`src/include/bsm_defs.svh`:
```
/*
  Constants of the binary signal matrix: bank sizes, source vector layout,
  index widths and reset values.
  Assumes inclusion by bare name from the package, bsm_top and the checker.
*/
`ifndef BSM_DEFS_SVH
`define BSM_DEFS_SVH

// ----------------------------------------------------------------------
// Bank sizes and logical bank index width
// ----------------------------------------------------------------------
`define BSM_NLIN 32
`define BSM_NLOUT 32
`define BSM_NNET 64
`define BSM_LIW 5

// ----------------------------------------------------------------------
// Source vector layout and selector width
// ----------------------------------------------------------------------
`define BSM_SELW 7
`define BSM_SRC_LIN 0
`define BSM_SRC_LOUT 32
`define BSM_SRC_DIN 64

// ----------------------------------------------------------------------
// Reset values
// ----------------------------------------------------------------------
`define BSM_RST_BANK 32'h0000_0000
`define BSM_RST_NET 64'h0000_0000_0000_0000

`endif

```
`src/include/bsm_pkg.sv`:
```
/*
  Types shared by the binary signal matrix modules.
  Assumes bsm_defs.svh is on the include path.
*/
`include "bsm_defs.svh"

package bsm_pkg;

  // Which of the four event mask banks a mask write targets
  typedef enum logic [1:0] {
    MSEL_LIN_ON,
    MSEL_LIN_OFF,
    MSEL_LOUT_ON,
    MSEL_LOUT_OFF
  } bsm_msel_e;

  // One routing matrix entry per output relay or LED
  typedef struct packed {
    logic en;
    logic latch;
    logic [`BSM_SELW-1:0] sel;
  } bsm_route_s;

endpackage : bsm_pkg

```
`src/hdl/bsm_route_mem.sv`:
```
/*
  Routing table memory: one entry per output, synchronous write,
  registered read data.
  Assumes a single clock and an active-low asynchronous reset.
*/
`timescale 1ns/1ps
`default_nettype none

module bsm_route_mem #(
  parameter int DEPTH = 24,
  parameter int WIDTH = 9,
  parameter int AW = 5
) (
  input wire logic clk,
  input wire logic rst_b,
  input wire logic we,
  input wire logic [AW-1:0] waddr,
  input wire logic [WIDTH-1:0] wdata,
  input wire logic [AW-1:0] raddr,
  output logic [WIDTH-1:0] rdata_q
);

  typedef struct packed {
    logic [DEPTH-1:0][WIDTH-1:0] mem;
    logic [WIDTH-1:0] rdata;
  } bsm_mem_s;

  bsm_mem_s q;
  bsm_mem_s d;

  // Read first, read sees old contents; entries cleared so no route is live
  always_comb begin
    d = q;
    if (we && (int'(waddr) < DEPTH)) begin
      d.mem[waddr] = wdata;
    end
    d.rdata = (int'(raddr) < DEPTH) ? q.mem[raddr] : '0;
  end

  always_ff @(posedge clk or negedge rst_b) begin
    if (!rst_b) begin
      q <= '0;
    end else begin
      q <= d;
    end
  end

  assign rdata_q = q.rdata;

endmodule : bsm_route_mem

`default_nettype wire

```
`src/hdl/bsm_evt.sv`:
```
/*
  Masked ON/OFF event generator for one bank of status bits.
  Assumes the bank is already registered in the clock domain.
*/
`timescale 1ns/1ps
`default_nettype none

module bsm_evt #(
  parameter int N = 32
) (
  input wire logic clk,
  input wire logic rst_b,
  input wire logic [N-1:0] vec,
  input wire logic [N-1:0] mask_on,
  input wire logic [N-1:0] mask_off,
  output logic [N-1:0] on_evt_q,
  output logic [N-1:0] off_evt_q
);

  typedef struct packed {
    logic [N-1:0] prev;
    logic [N-1:0] on_evt;
    logic [N-1:0] off_evt;
  } bsm_evt_s;

  bsm_evt_s q;
  bsm_evt_s d;

  // Edge compare against last value; prev starts at 0 so no event at reset
  always_comb begin
    d = q;
    d.prev = vec;
    d.on_evt = vec & ~q.prev & mask_on;
    d.off_evt = ~vec & q.prev & mask_off;
  end

  always_ff @(posedge clk or negedge rst_b) begin
    if (!rst_b) begin
      q <= '0;
    end else begin
      q <= d;
    end
  end

  assign on_evt_q = q.on_evt;
  assign off_evt_q = q.off_evt;

endmodule : bsm_evt

`default_nettype wire

```
`src/hdl/bsm_top.sv`:
```
/*
  Binary signal matrix: routes digital inputs, logical signals, stage
  status and object status to output relays and LEDs, latched or not,
  and holds the logical input, logical output and network input banks,
  masked ON/OFF events for the two logical banks, panel switches and mimic indicators.
  Assumes one 50 MHz clock, inputs synchronous to it, and configuration
  strobes that are one-cycle pulses from the surrounding controller.
*/
`timescale 1ns/1ps
`default_nettype none
`include "bsm_defs.svh"

module bsm_top #(
  parameter int NDI = 8,
  parameter int NSTG = 8,
  parameter int NOBJ = 8,
  parameter int NREL = 8,
  parameter int NLED = 16,
  parameter int NPCS = 8,
  parameter int LVLW = 2,
  parameter int NIND = 8,
  parameter int OIW = $clog2(NREL + NLED),
  parameter int PIW = $clog2(NPCS),
  parameter int IIW = $clog2(NIND)
) (
  input wire logic clk,
  input wire logic rst_b,
  // Binary sources
  input wire logic [NDI-1:0] din,
  input wire logic [NSTG-1:0] stage_start,
  input wire logic [NSTG-1:0] stage_trip,
  input wire logic [NSTG-1:0] stage_blocked,
  input wire logic [NOBJ-1:0] obj_status,
  input wire logic [`BSM_NLOUT-1:0] logic_result,
  input wire logic [`BSM_NNET-1:0] net_in,
  input wire logic [`BSM_NNET-1:0] net_qual,
  // Routing table writes
  input wire logic route_we,
  input wire logic [OIW-1:0] route_idx,
  input wire logic [`BSM_SELW-1:0] route_src,
  input wire logic route_latch,
  input wire logic route_en,
  // Latch clearing
  input wire logic latch_clear,
  input wire logic back_key,
  input wire logic mimic_active,
  // Logical input requests
  input wire logic mimic_req,
  input wire logic [`BSM_LIW-1:0] mimic_idx,
  input wire logic mimic_val,
  input wire logic remote_req,
  input wire logic [`BSM_LIW-1:0] remote_idx,
  input wire logic remote_val,
  input wire logic lin_mode_we,
  input wire logic [`BSM_LIW-1:0] lin_mode_idx,
  input wire logic lin_mode_pulse,
  // Event masks
  input wire logic mask_we,
  input wire bsm_pkg::bsm_msel_e mask_sel,
  input wire logic [`BSM_LIW-1:0] mask_idx,
  input wire logic mask_val,
  // Panel control switches
  input wire logic pcs_cfg_we,
  input wire logic [PIW-1:0] pcs_cfg_idx,
  input wire logic [LVLW-1:0] pcs_cfg_level,
  input wire logic pcs_req,
  input wire logic [PIW-1:0] pcs_idx,
  input wire logic pcs_val,
  input wire logic [LVLW-1:0] pcs_level,
  // Mimic indicators
  input wire logic ind_cfg_we,
  input wire logic [IIW-1:0] ind_cfg_idx,
  input wire logic [`BSM_SELW-1:0] ind_cfg_src,
  // Outputs
  output logic [NREL-1:0] relay_q,
  output logic [NLED-1:0] led_q,
  output logic [`BSM_NLIN-1:0] lin_q,
  output logic [`BSM_NLOUT-1:0] lout_q,
  output logic [`BSM_NNET-1:0] net_in_q,
  output logic [`BSM_NNET-1:0] net_input_quality_flag_q,
  output logic [`BSM_NLIN-1:0] lin_on_evt_q,
  output logic [`BSM_NLIN-1:0] lin_off_evt_q,
  output logic [`BSM_NLOUT-1:0] lout_on_evt_q,
  output logic [`BSM_NLOUT-1:0] lout_off_evt_q,
  output logic [NPCS-1:0] panel_control_switch_q,
  output logic pcs_denied_q,
  output logic [NIND-1:0] ind_on_q
);

  // ----------------------------------------------------------------------
  // Sizes and state
  // ----------------------------------------------------------------------
  localparam int NOUT = NREL + NLED;
  localparam int NSRC = `BSM_SRC_DIN + NDI + 3 * NSTG + NOBJ;
  localparam int RW = $bits(bsm_pkg::bsm_route_s);

  typedef struct packed {
    logic [`BSM_NLIN-1:0] lin;
    logic [`BSM_NLIN-1:0] lin_pulse;
    logic [`BSM_NLOUT-1:0] lout;
    logic [`BSM_NNET-1:0] net;
    logic [`BSM_NNET-1:0] qual;
    logic [`BSM_NLIN-1:0] lin_mon;
    logic [`BSM_NLIN-1:0] lin_moff;
    logic [`BSM_NLOUT-1:0] lout_mon;
    logic [`BSM_NLOUT-1:0] lout_moff;
    logic [NOUT-1:0] lat;
    logic [NOUT-1:0] pend;
    logic [NOUT-1:0] outs;
    logic [OIW-1:0] scan;
    logic [OIW-1:0] eval_idx;
    logic eval_v;
    logic [NPCS-1:0] panel_control_switch;
    logic [NPCS*LVLW-1:0] pcs_lvl;
    logic denied;
    logic [NIND*`BSM_SELW-1:0] ind_sel;
    logic [NIND-1:0] ind_on;
  } bsm_state_s;

  bsm_state_s q;
  bsm_state_s d;
  logic [NSRC-1:0] src;
  logic [RW-1:0] rd_raw;
  bsm_pkg::bsm_route_s ent;
  bsm_pkg::bsm_route_s wr_ent;

  // ----------------------------------------------------------------------
  // Helpers
  // ----------------------------------------------------------------------

  // Out-of-range selectors read as an idle source rather than X
  function automatic logic src_pick(input logic [NSRC-1:0] v,
                                    input logic [`BSM_SELW-1:0] sel);
    src_pick = (int'(sel) < NSRC) ? v[sel] : 1'b0;
  endfunction : src_pick

  // Hold mode takes the written value, pulse mode only reacts to a 1
  function automatic logic [`BSM_NLIN-1:0] lin_apply(
      input logic [`BSM_NLIN-1:0] cur,
      input logic [`BSM_NLIN-1:0] pulse,
      input logic [`BSM_LIW-1:0] idx,
      input logic val);
    lin_apply = cur;
    if (!pulse[idx]) begin
      lin_apply[idx] = val;
    end else if (val) begin
      lin_apply[idx] = 1'b1;
    end
  endfunction : lin_apply

  // ----------------------------------------------------------------------
  // Source vector
  // ----------------------------------------------------------------------

  // Logical banks first so their selector codes are fixed by the header
  assign src = {obj_status, stage_blocked, stage_trip, stage_start, din,
                q.lout, q.lin};

  // ----------------------------------------------------------------------
  // Routing table
  // ----------------------------------------------------------------------

  // Table write image from the configuration strobe
  always_comb begin
    wr_ent.en = route_en;
    wr_ent.latch = route_latch;
    wr_ent.sel = route_src;
  end

  // Entry read one cycle after its index is issued by the scan counter
  bsm_route_mem #(
    .DEPTH(NOUT),
    .WIDTH(RW),
    .AW(OIW)
  ) u_route (
    .clk(clk),
    .rst_b(rst_b),
    .we(route_we),
    .waddr(route_idx),
    .wdata(wr_ent),
    .raddr(q.scan),
    .rdata_q(rd_raw)
  );

  assign ent = bsm_pkg::bsm_route_s'(rd_raw);

  // ----------------------------------------------------------------------
  // Next state
  // ----------------------------------------------------------------------
  always_comb begin
    logic on;
    logic lat_n;
    logic clr;
    on = 1'b0;
    lat_n = 1'b0;
    clr = 1'b0;
    d = q;

    // Banks sampled each cycle; the logic program owns the outputs
    d.lout = logic_result;
    d.net = net_in;
    d.qual = net_qual;

    // Pulse inputs fall back to 0 one cycle after being set
    d.lin = q.lin & ~q.lin_pulse;
    // Remote first so a panel request to the same bit wins
    if (remote_req) begin
      d.lin = lin_apply(d.lin, q.lin_pulse, remote_idx, remote_val);
    end
    if (mimic_req) begin
      d.lin = lin_apply(d.lin, q.lin_pulse, mimic_idx, mimic_val);
    end
    if (lin_mode_we) begin
      d.lin_pulse[lin_mode_idx] = lin_mode_pulse;
    end

    // Event mask writes; banks reset masked off
    if (mask_we) begin
      case (mask_sel)
        bsm_pkg::MSEL_LIN_ON: d.lin_mon[mask_idx] = mask_val;
        bsm_pkg::MSEL_LIN_OFF: d.lin_moff[mask_idx] = mask_val;
        bsm_pkg::MSEL_LOUT_ON: d.lout_mon[mask_idx] = mask_val;
        bsm_pkg::MSEL_LOUT_OFF: d.lout_moff[mask_idx] = mask_val;
        default: d.lin_mon = q.lin_mon;
      endcase
    end

    // Scan walks the table; every output is refreshed once per NOUT cycles
    d.scan = (int'(q.scan) == NOUT - 1) ? '0 : q.scan + 1'b1;
    d.eval_idx = q.scan;
    d.eval_v = 1'b1;

    // Evaluate the entry that came back from the table this cycle
    if (q.eval_v) begin
      on = ent.en & src_pick(src, ent.sel);
      if (!ent.latch) begin
        d.lat[q.eval_idx] = 1'b0;
        d.outs[q.eval_idx] = on;
      end else begin
        lat_n = q.lat[q.eval_idx] | on;
        // A pending clear only releases a latch whose source is gone
        if (q.pend[q.eval_idx] && !on) begin
          lat_n = 1'b0;
        end
        d.lat[q.eval_idx] = lat_n;
        d.outs[q.eval_idx] = on | lat_n;
      end
      d.pend[q.eval_idx] = 1'b0;
    end

    // Clear request is stored per output; a new request beats consumption
    clr = latch_clear | (back_key & mimic_active);
    if (clr) begin
      d.pend = '1;
    end

    // Panel switch access check against the configured level
    d.denied = 1'b0;
    if (pcs_cfg_we) begin
      d.pcs_lvl[pcs_cfg_idx*LVLW +: LVLW] = pcs_cfg_level;
    end
    if (pcs_req) begin
      if (pcs_level >= q.pcs_lvl[pcs_idx*LVLW +: LVLW]) begin
        d.panel_control_switch[pcs_idx] = pcs_val;
      end else begin
        d.denied = 1'b1;
      end
    end

    // Mimic indicators follow their bound source every cycle
    if (ind_cfg_we) begin
      d.ind_sel[ind_cfg_idx*`BSM_SELW +: `BSM_SELW] = ind_cfg_src;
    end
    for (int k = 0; k < NIND; k++) begin
      d.ind_on[k] = src_pick(src, q.ind_sel[k*`BSM_SELW +: `BSM_SELW]);
    end
  end

  // ----------------------------------------------------------------------
  // State register
  // ----------------------------------------------------------------------

  // Everything starts cleared, masks off and all inputs in hold mode
  always_ff @(posedge clk or negedge rst_b) begin
    if (!rst_b) begin
      q <= '0;
    end else begin
      q <= d;
    end
  end

  // ----------------------------------------------------------------------
  // Events
  // ----------------------------------------------------------------------

  // Logical input events from the registered bank
  bsm_evt #(
    .N(`BSM_NLIN)
  ) u_lin_evt (
    .clk(clk),
    .rst_b(rst_b),
    .vec(q.lin),
    .mask_on(q.lin_mon),
    .mask_off(q.lin_moff),
    .on_evt_q(lin_on_evt_q),
    .off_evt_q(lin_off_evt_q)
  );

  // Gate activity only shows as an event once it lands on an output bit
  bsm_evt #(
    .N(`BSM_NLOUT)
  ) u_lout_evt (
    .clk(clk),
    .rst_b(rst_b),
    .vec(q.lout),
    .mask_on(q.lout_mon),
    .mask_off(q.lout_moff),
    .on_evt_q(lout_on_evt_q),
    .off_evt_q(lout_off_evt_q)
  );

  // ----------------------------------------------------------------------
  // Outputs
  // ----------------------------------------------------------------------

  // All straight from state flops
  assign relay_q = q.outs[NREL-1:0];
  assign led_q = q.outs[NOUT-1:NREL];
  assign lin_q = q.lin;
  assign lout_q = q.lout;
  assign net_in_q = q.net;
  assign net_input_quality_flag_q = q.qual;
  assign panel_control_switch_q = q.panel_control_switch;
  assign pcs_denied_q = q.denied;
  assign ind_on_q = q.ind_on;

endmodule : bsm_top

`default_nettype wire

```
`config.mk`:
```
export PLATFORM = sky130hd
export DESIGN_NAME = bsm_top
export DESIGN_NICKNAME = d
export VERILOG_FILES = /design/src/include/bsm_pkg.sv /design/src/hdl/bsm_route_mem.sv /design/src/hdl/bsm_evt.sv /design/src/hdl/bsm_top.sv
export VERILOG_INCLUDE_DIRS = /design/src /design/src/include
export SDC_FILE = /design/constraint.sdc
export NUM_CORES = 2
export LEC_CHECK = 0
export BUFFER_PORTS_ARGS = -buffer_cell sky130_fd_sc_hd__buf_4
export CORE_MARGIN = 2
export CORE_UTILIZATION = 55
export DETAILED_ROUTE_END_ITERATION = 8
export PLACE_DENSITY = 0.87
export SYNTH_ARGS = -nofsm -noshare
export SYNTH_HDL_FRONTEND = slang
export SYNTH_SLANG_ARGS = --single-unit
export TNS_END_PERCENT = 100
```
`constraint.sdc`:
```
create_clock -name clk -period 3.85 [get_ports clk]
set_clock_uncertainty 0.2 [all_clocks]
set_input_delay 0.1925 -clock clk [delete_from_list [all_inputs] [get_ports clk]]
set_output_delay 0.1925 -clock clk [all_outputs]
set_load 0.02 [all_outputs]
```
==> out/results.ini <==
[outcome]
status = finished clean

[yosys]
syn_nets = 3886
yosysWarnings = 0
synthArstFlopShare_pct = 100
ys_seq_area_share_pct = 50.0
ys_seq_elements = 941
syn-cell-area_um2 = 47100
ys.flop_type = dfrtp_1
synth.top_cell.area_share_pct = 50.0
yosys-top-cells-area = dfrtp_1, mux4_2, mux2_2
synthCells = 3603
synth-edff-count = 0
ys_types = 71
syn_area_per_cell_um2 = 13.1
synth.largest_area_cell = dfrtp_1

[setup_path]
start_kind = flip-flop
cp.arrival_ps = 3870
path_max_fanout = 24
cpMaxStageDelayCell = dfrtp_1
cp.required_ps = 4200
r2r_end = q[150]
r2r_cells = 7
critPathKind = reg2reg
crit-reg2reg-launch = u_route.rdata_q[1]
cp_cell_sequence = mux4_2 > mux2i_1 > o221ai_1 > a41o_1 > a31o_1 > a41o_1 > mux2_2
reg2reg_setup_slack_ps = 330
cp-end-kind = flip-flop
crit_top_cell = a41o_1
critPathLaunch = u_route.rdata_q[1]
max_stage_delay_ps = 810

[flow_run]
drv_cap = 0

[timing]
slew_headroom_pct = 16.2
rsz0062_at_grt = no
fmax_mhz = 284
finalSetupTns_ps = 0
finalCritPeriodShare_pct = 91.3
fin_ws_ps = 334
finalCriticalPeriod_ps = 3520
tightest_slew_ps = 1260
slew_viol_final = 0
final-hold-violation-count = 0
setup_viol = 0

[final_layout]
layout.cells.most_common = dfrtp_1
final_util_pct = 68.1
final_cell_mix = dfrtp_1, buf_4, mux2_2
finalInstanceArea_um2 = 57900
drive_gt1_share_pct = 39.4
fill_cells = 5526
fin_cells = 5449
final_net_count = 4495
area_growth_pct = 23.0

[global_route]
antenna_found_initial = 11
use_met1_pct = 39.4
grt_use_total_pct = 32.9
grt_max_degree = 129
grt_pass1_vias = 35700
grt-ovfl-total = 0
grt_use_met2_pct = 53.3
met3_usage_pct = 9.71
busiest_layer = met2
grt_pass1_wl_um = 217000

[placement]
hpwl_um = 94200
dp_slack_ps = 409
placed_area_um2 = 50300
place_inst = 4849
gp_congestion = 1.00
port_buffers = 634

[routing]
drtIter0Drc = 3752
wl_um = 144000
ant_nets = 0
drt_pass1_iterations = 8
drcViolationCount = 0
wl_per_cell_um = 26.4
vias = 34000
vias_per_cell = 6.23

[cts]
root_buffer = clkbuf_16
clock_path_buffers = 3
clock_latency_ps = 670
cts_resized = 0
htree_levels = 3
cts_tree = done
cts.sinks = 941
clkSlewWorstSetupHoldPaths_ps = 70
cts_buffers = 97

[power]
peakVddDrop_uv = 396
p_leak_uw = 0.0261
p_per_area_nw_per_um2 = 473

[min_path]
hp-class = in2async

[floorplan]
num_rows = 107
ios = 635
die_area_um2 = 87900
core_area_um2 = 85000
dieWidth_um = 296
dieHeight_um = 296
start_util_pct = 55.3

-- layer usage --
| layer | part of all wire (%) | vias up | wire length, µm |
|---|---|---|---|
| met3 | 11 | 604 | 15300 |
| met5 | 0.026 | - | 37 |
| li1 | - | 13900 | - |
| met4 | 6.5 | 6 | 9380 |
| met2 | 48 | 2131 | 69800 |
| met1 | 34 | 17300 | 49400 |
-- synthesized netlist by cell type, types with 34 or more instances --
library cell	number
dfrtp_1	941
nor3b_1	46
inv_1	43
and3b_1	55
clkbuf_1	208
mux2_2	465
o221ai_1	34
mux4_2	319
o22ai_1	47
o21ai_0	59
mux2i_1	88
nor2_1	265
buf_4	362
a21oi_1	43
nand2_1	273
-- flip-flops by register name (all words and copies together), names as in the netlist --
name                      cells
pcs_denied_q                  1
led_q                        16
lout_q                       32
u_route.rdata_q               9
u_lout_evt.q                 32
u_lin_evt.q                  32
panel_control_switch_q        8
u_lout_evt.off_evt_q         32
lin_q                        32
d                             5
u_route.q                   216
u_lin_evt.on_evt_q           32
q                           286
ind_on_q                      8
relay_q                       8
u_lin_evt.off_evt_q          32
net_input_quality_flag_q     64
net_in_q                     64
u_lout_evt.on_evt_q          32
-- worst max-delay path by stage --
stage,endpoint,cells after the start
3_3_place_gp,q[160],7
5_1_grt,q[157],8
2_1_floorplan,ind_on_q[3],7
4_1_cts,q[165],7
3_5_place_dp,q[171],7
6_report,q[150],7
-- metrics by stage --
step           total power (µW)  hold WS, ps
3_3_place_gp              16600          102
3_5_place_dp              16800          103
2_1_floorplan             15100         -303
5_1_grt                   28300         24.7
4_1_cts                   27300        0.147
6_report                  27400         10.3
-- logic make-up after synthesis --
family | after synthesis | synth area share, %
AO/OA/AOI/OAI | 291 | 4.15
XOR/XNOR | 3 | 0.0559
adder cells (fa/ha/maj) | 9 | 0.239
buffers and inverters | 660 | 8.28
flip-flops | 941 | 50.0
multiplexers | 881 | 28.7
other | 1 | 0.00797
AND/OR/NAND/NOR | 817 | 8.48
-- area by class of cell --
class,count,area [µm²],area share [%]
Multi-Input combinational cell,2002,19600,33.9
Sequential cell,941,23600,40.7
Clock buffer,141,2860,4.93
Antenna cell,8,20.0,0.0346
Inverter,43,161,0.279
Clock inverter,43,623,1.08
Timing Repair Buffer,1127,9610,16.6
Tap cell,1144,1430,2.47
-- critical path: cells and delay by family, from the launching register on --
kind            cells  cell delay [ps]
flops               1              810
compound gates      4             1300
mux                 3             1060
-- timing repair --
action                                 CTS  global route
endpoints found under the hold margin  660             0
buffers inserted                         0             0
hold buffers                           408             0
-- report_power, final --
group	internal [µW]	leakage (µW)	switching, µW
Sequential	10900	0.0121	1220
Combinational	2830	0.0122	2300
Clock	6000	0.00171	4160
Power figures use the tool's default switching activity.
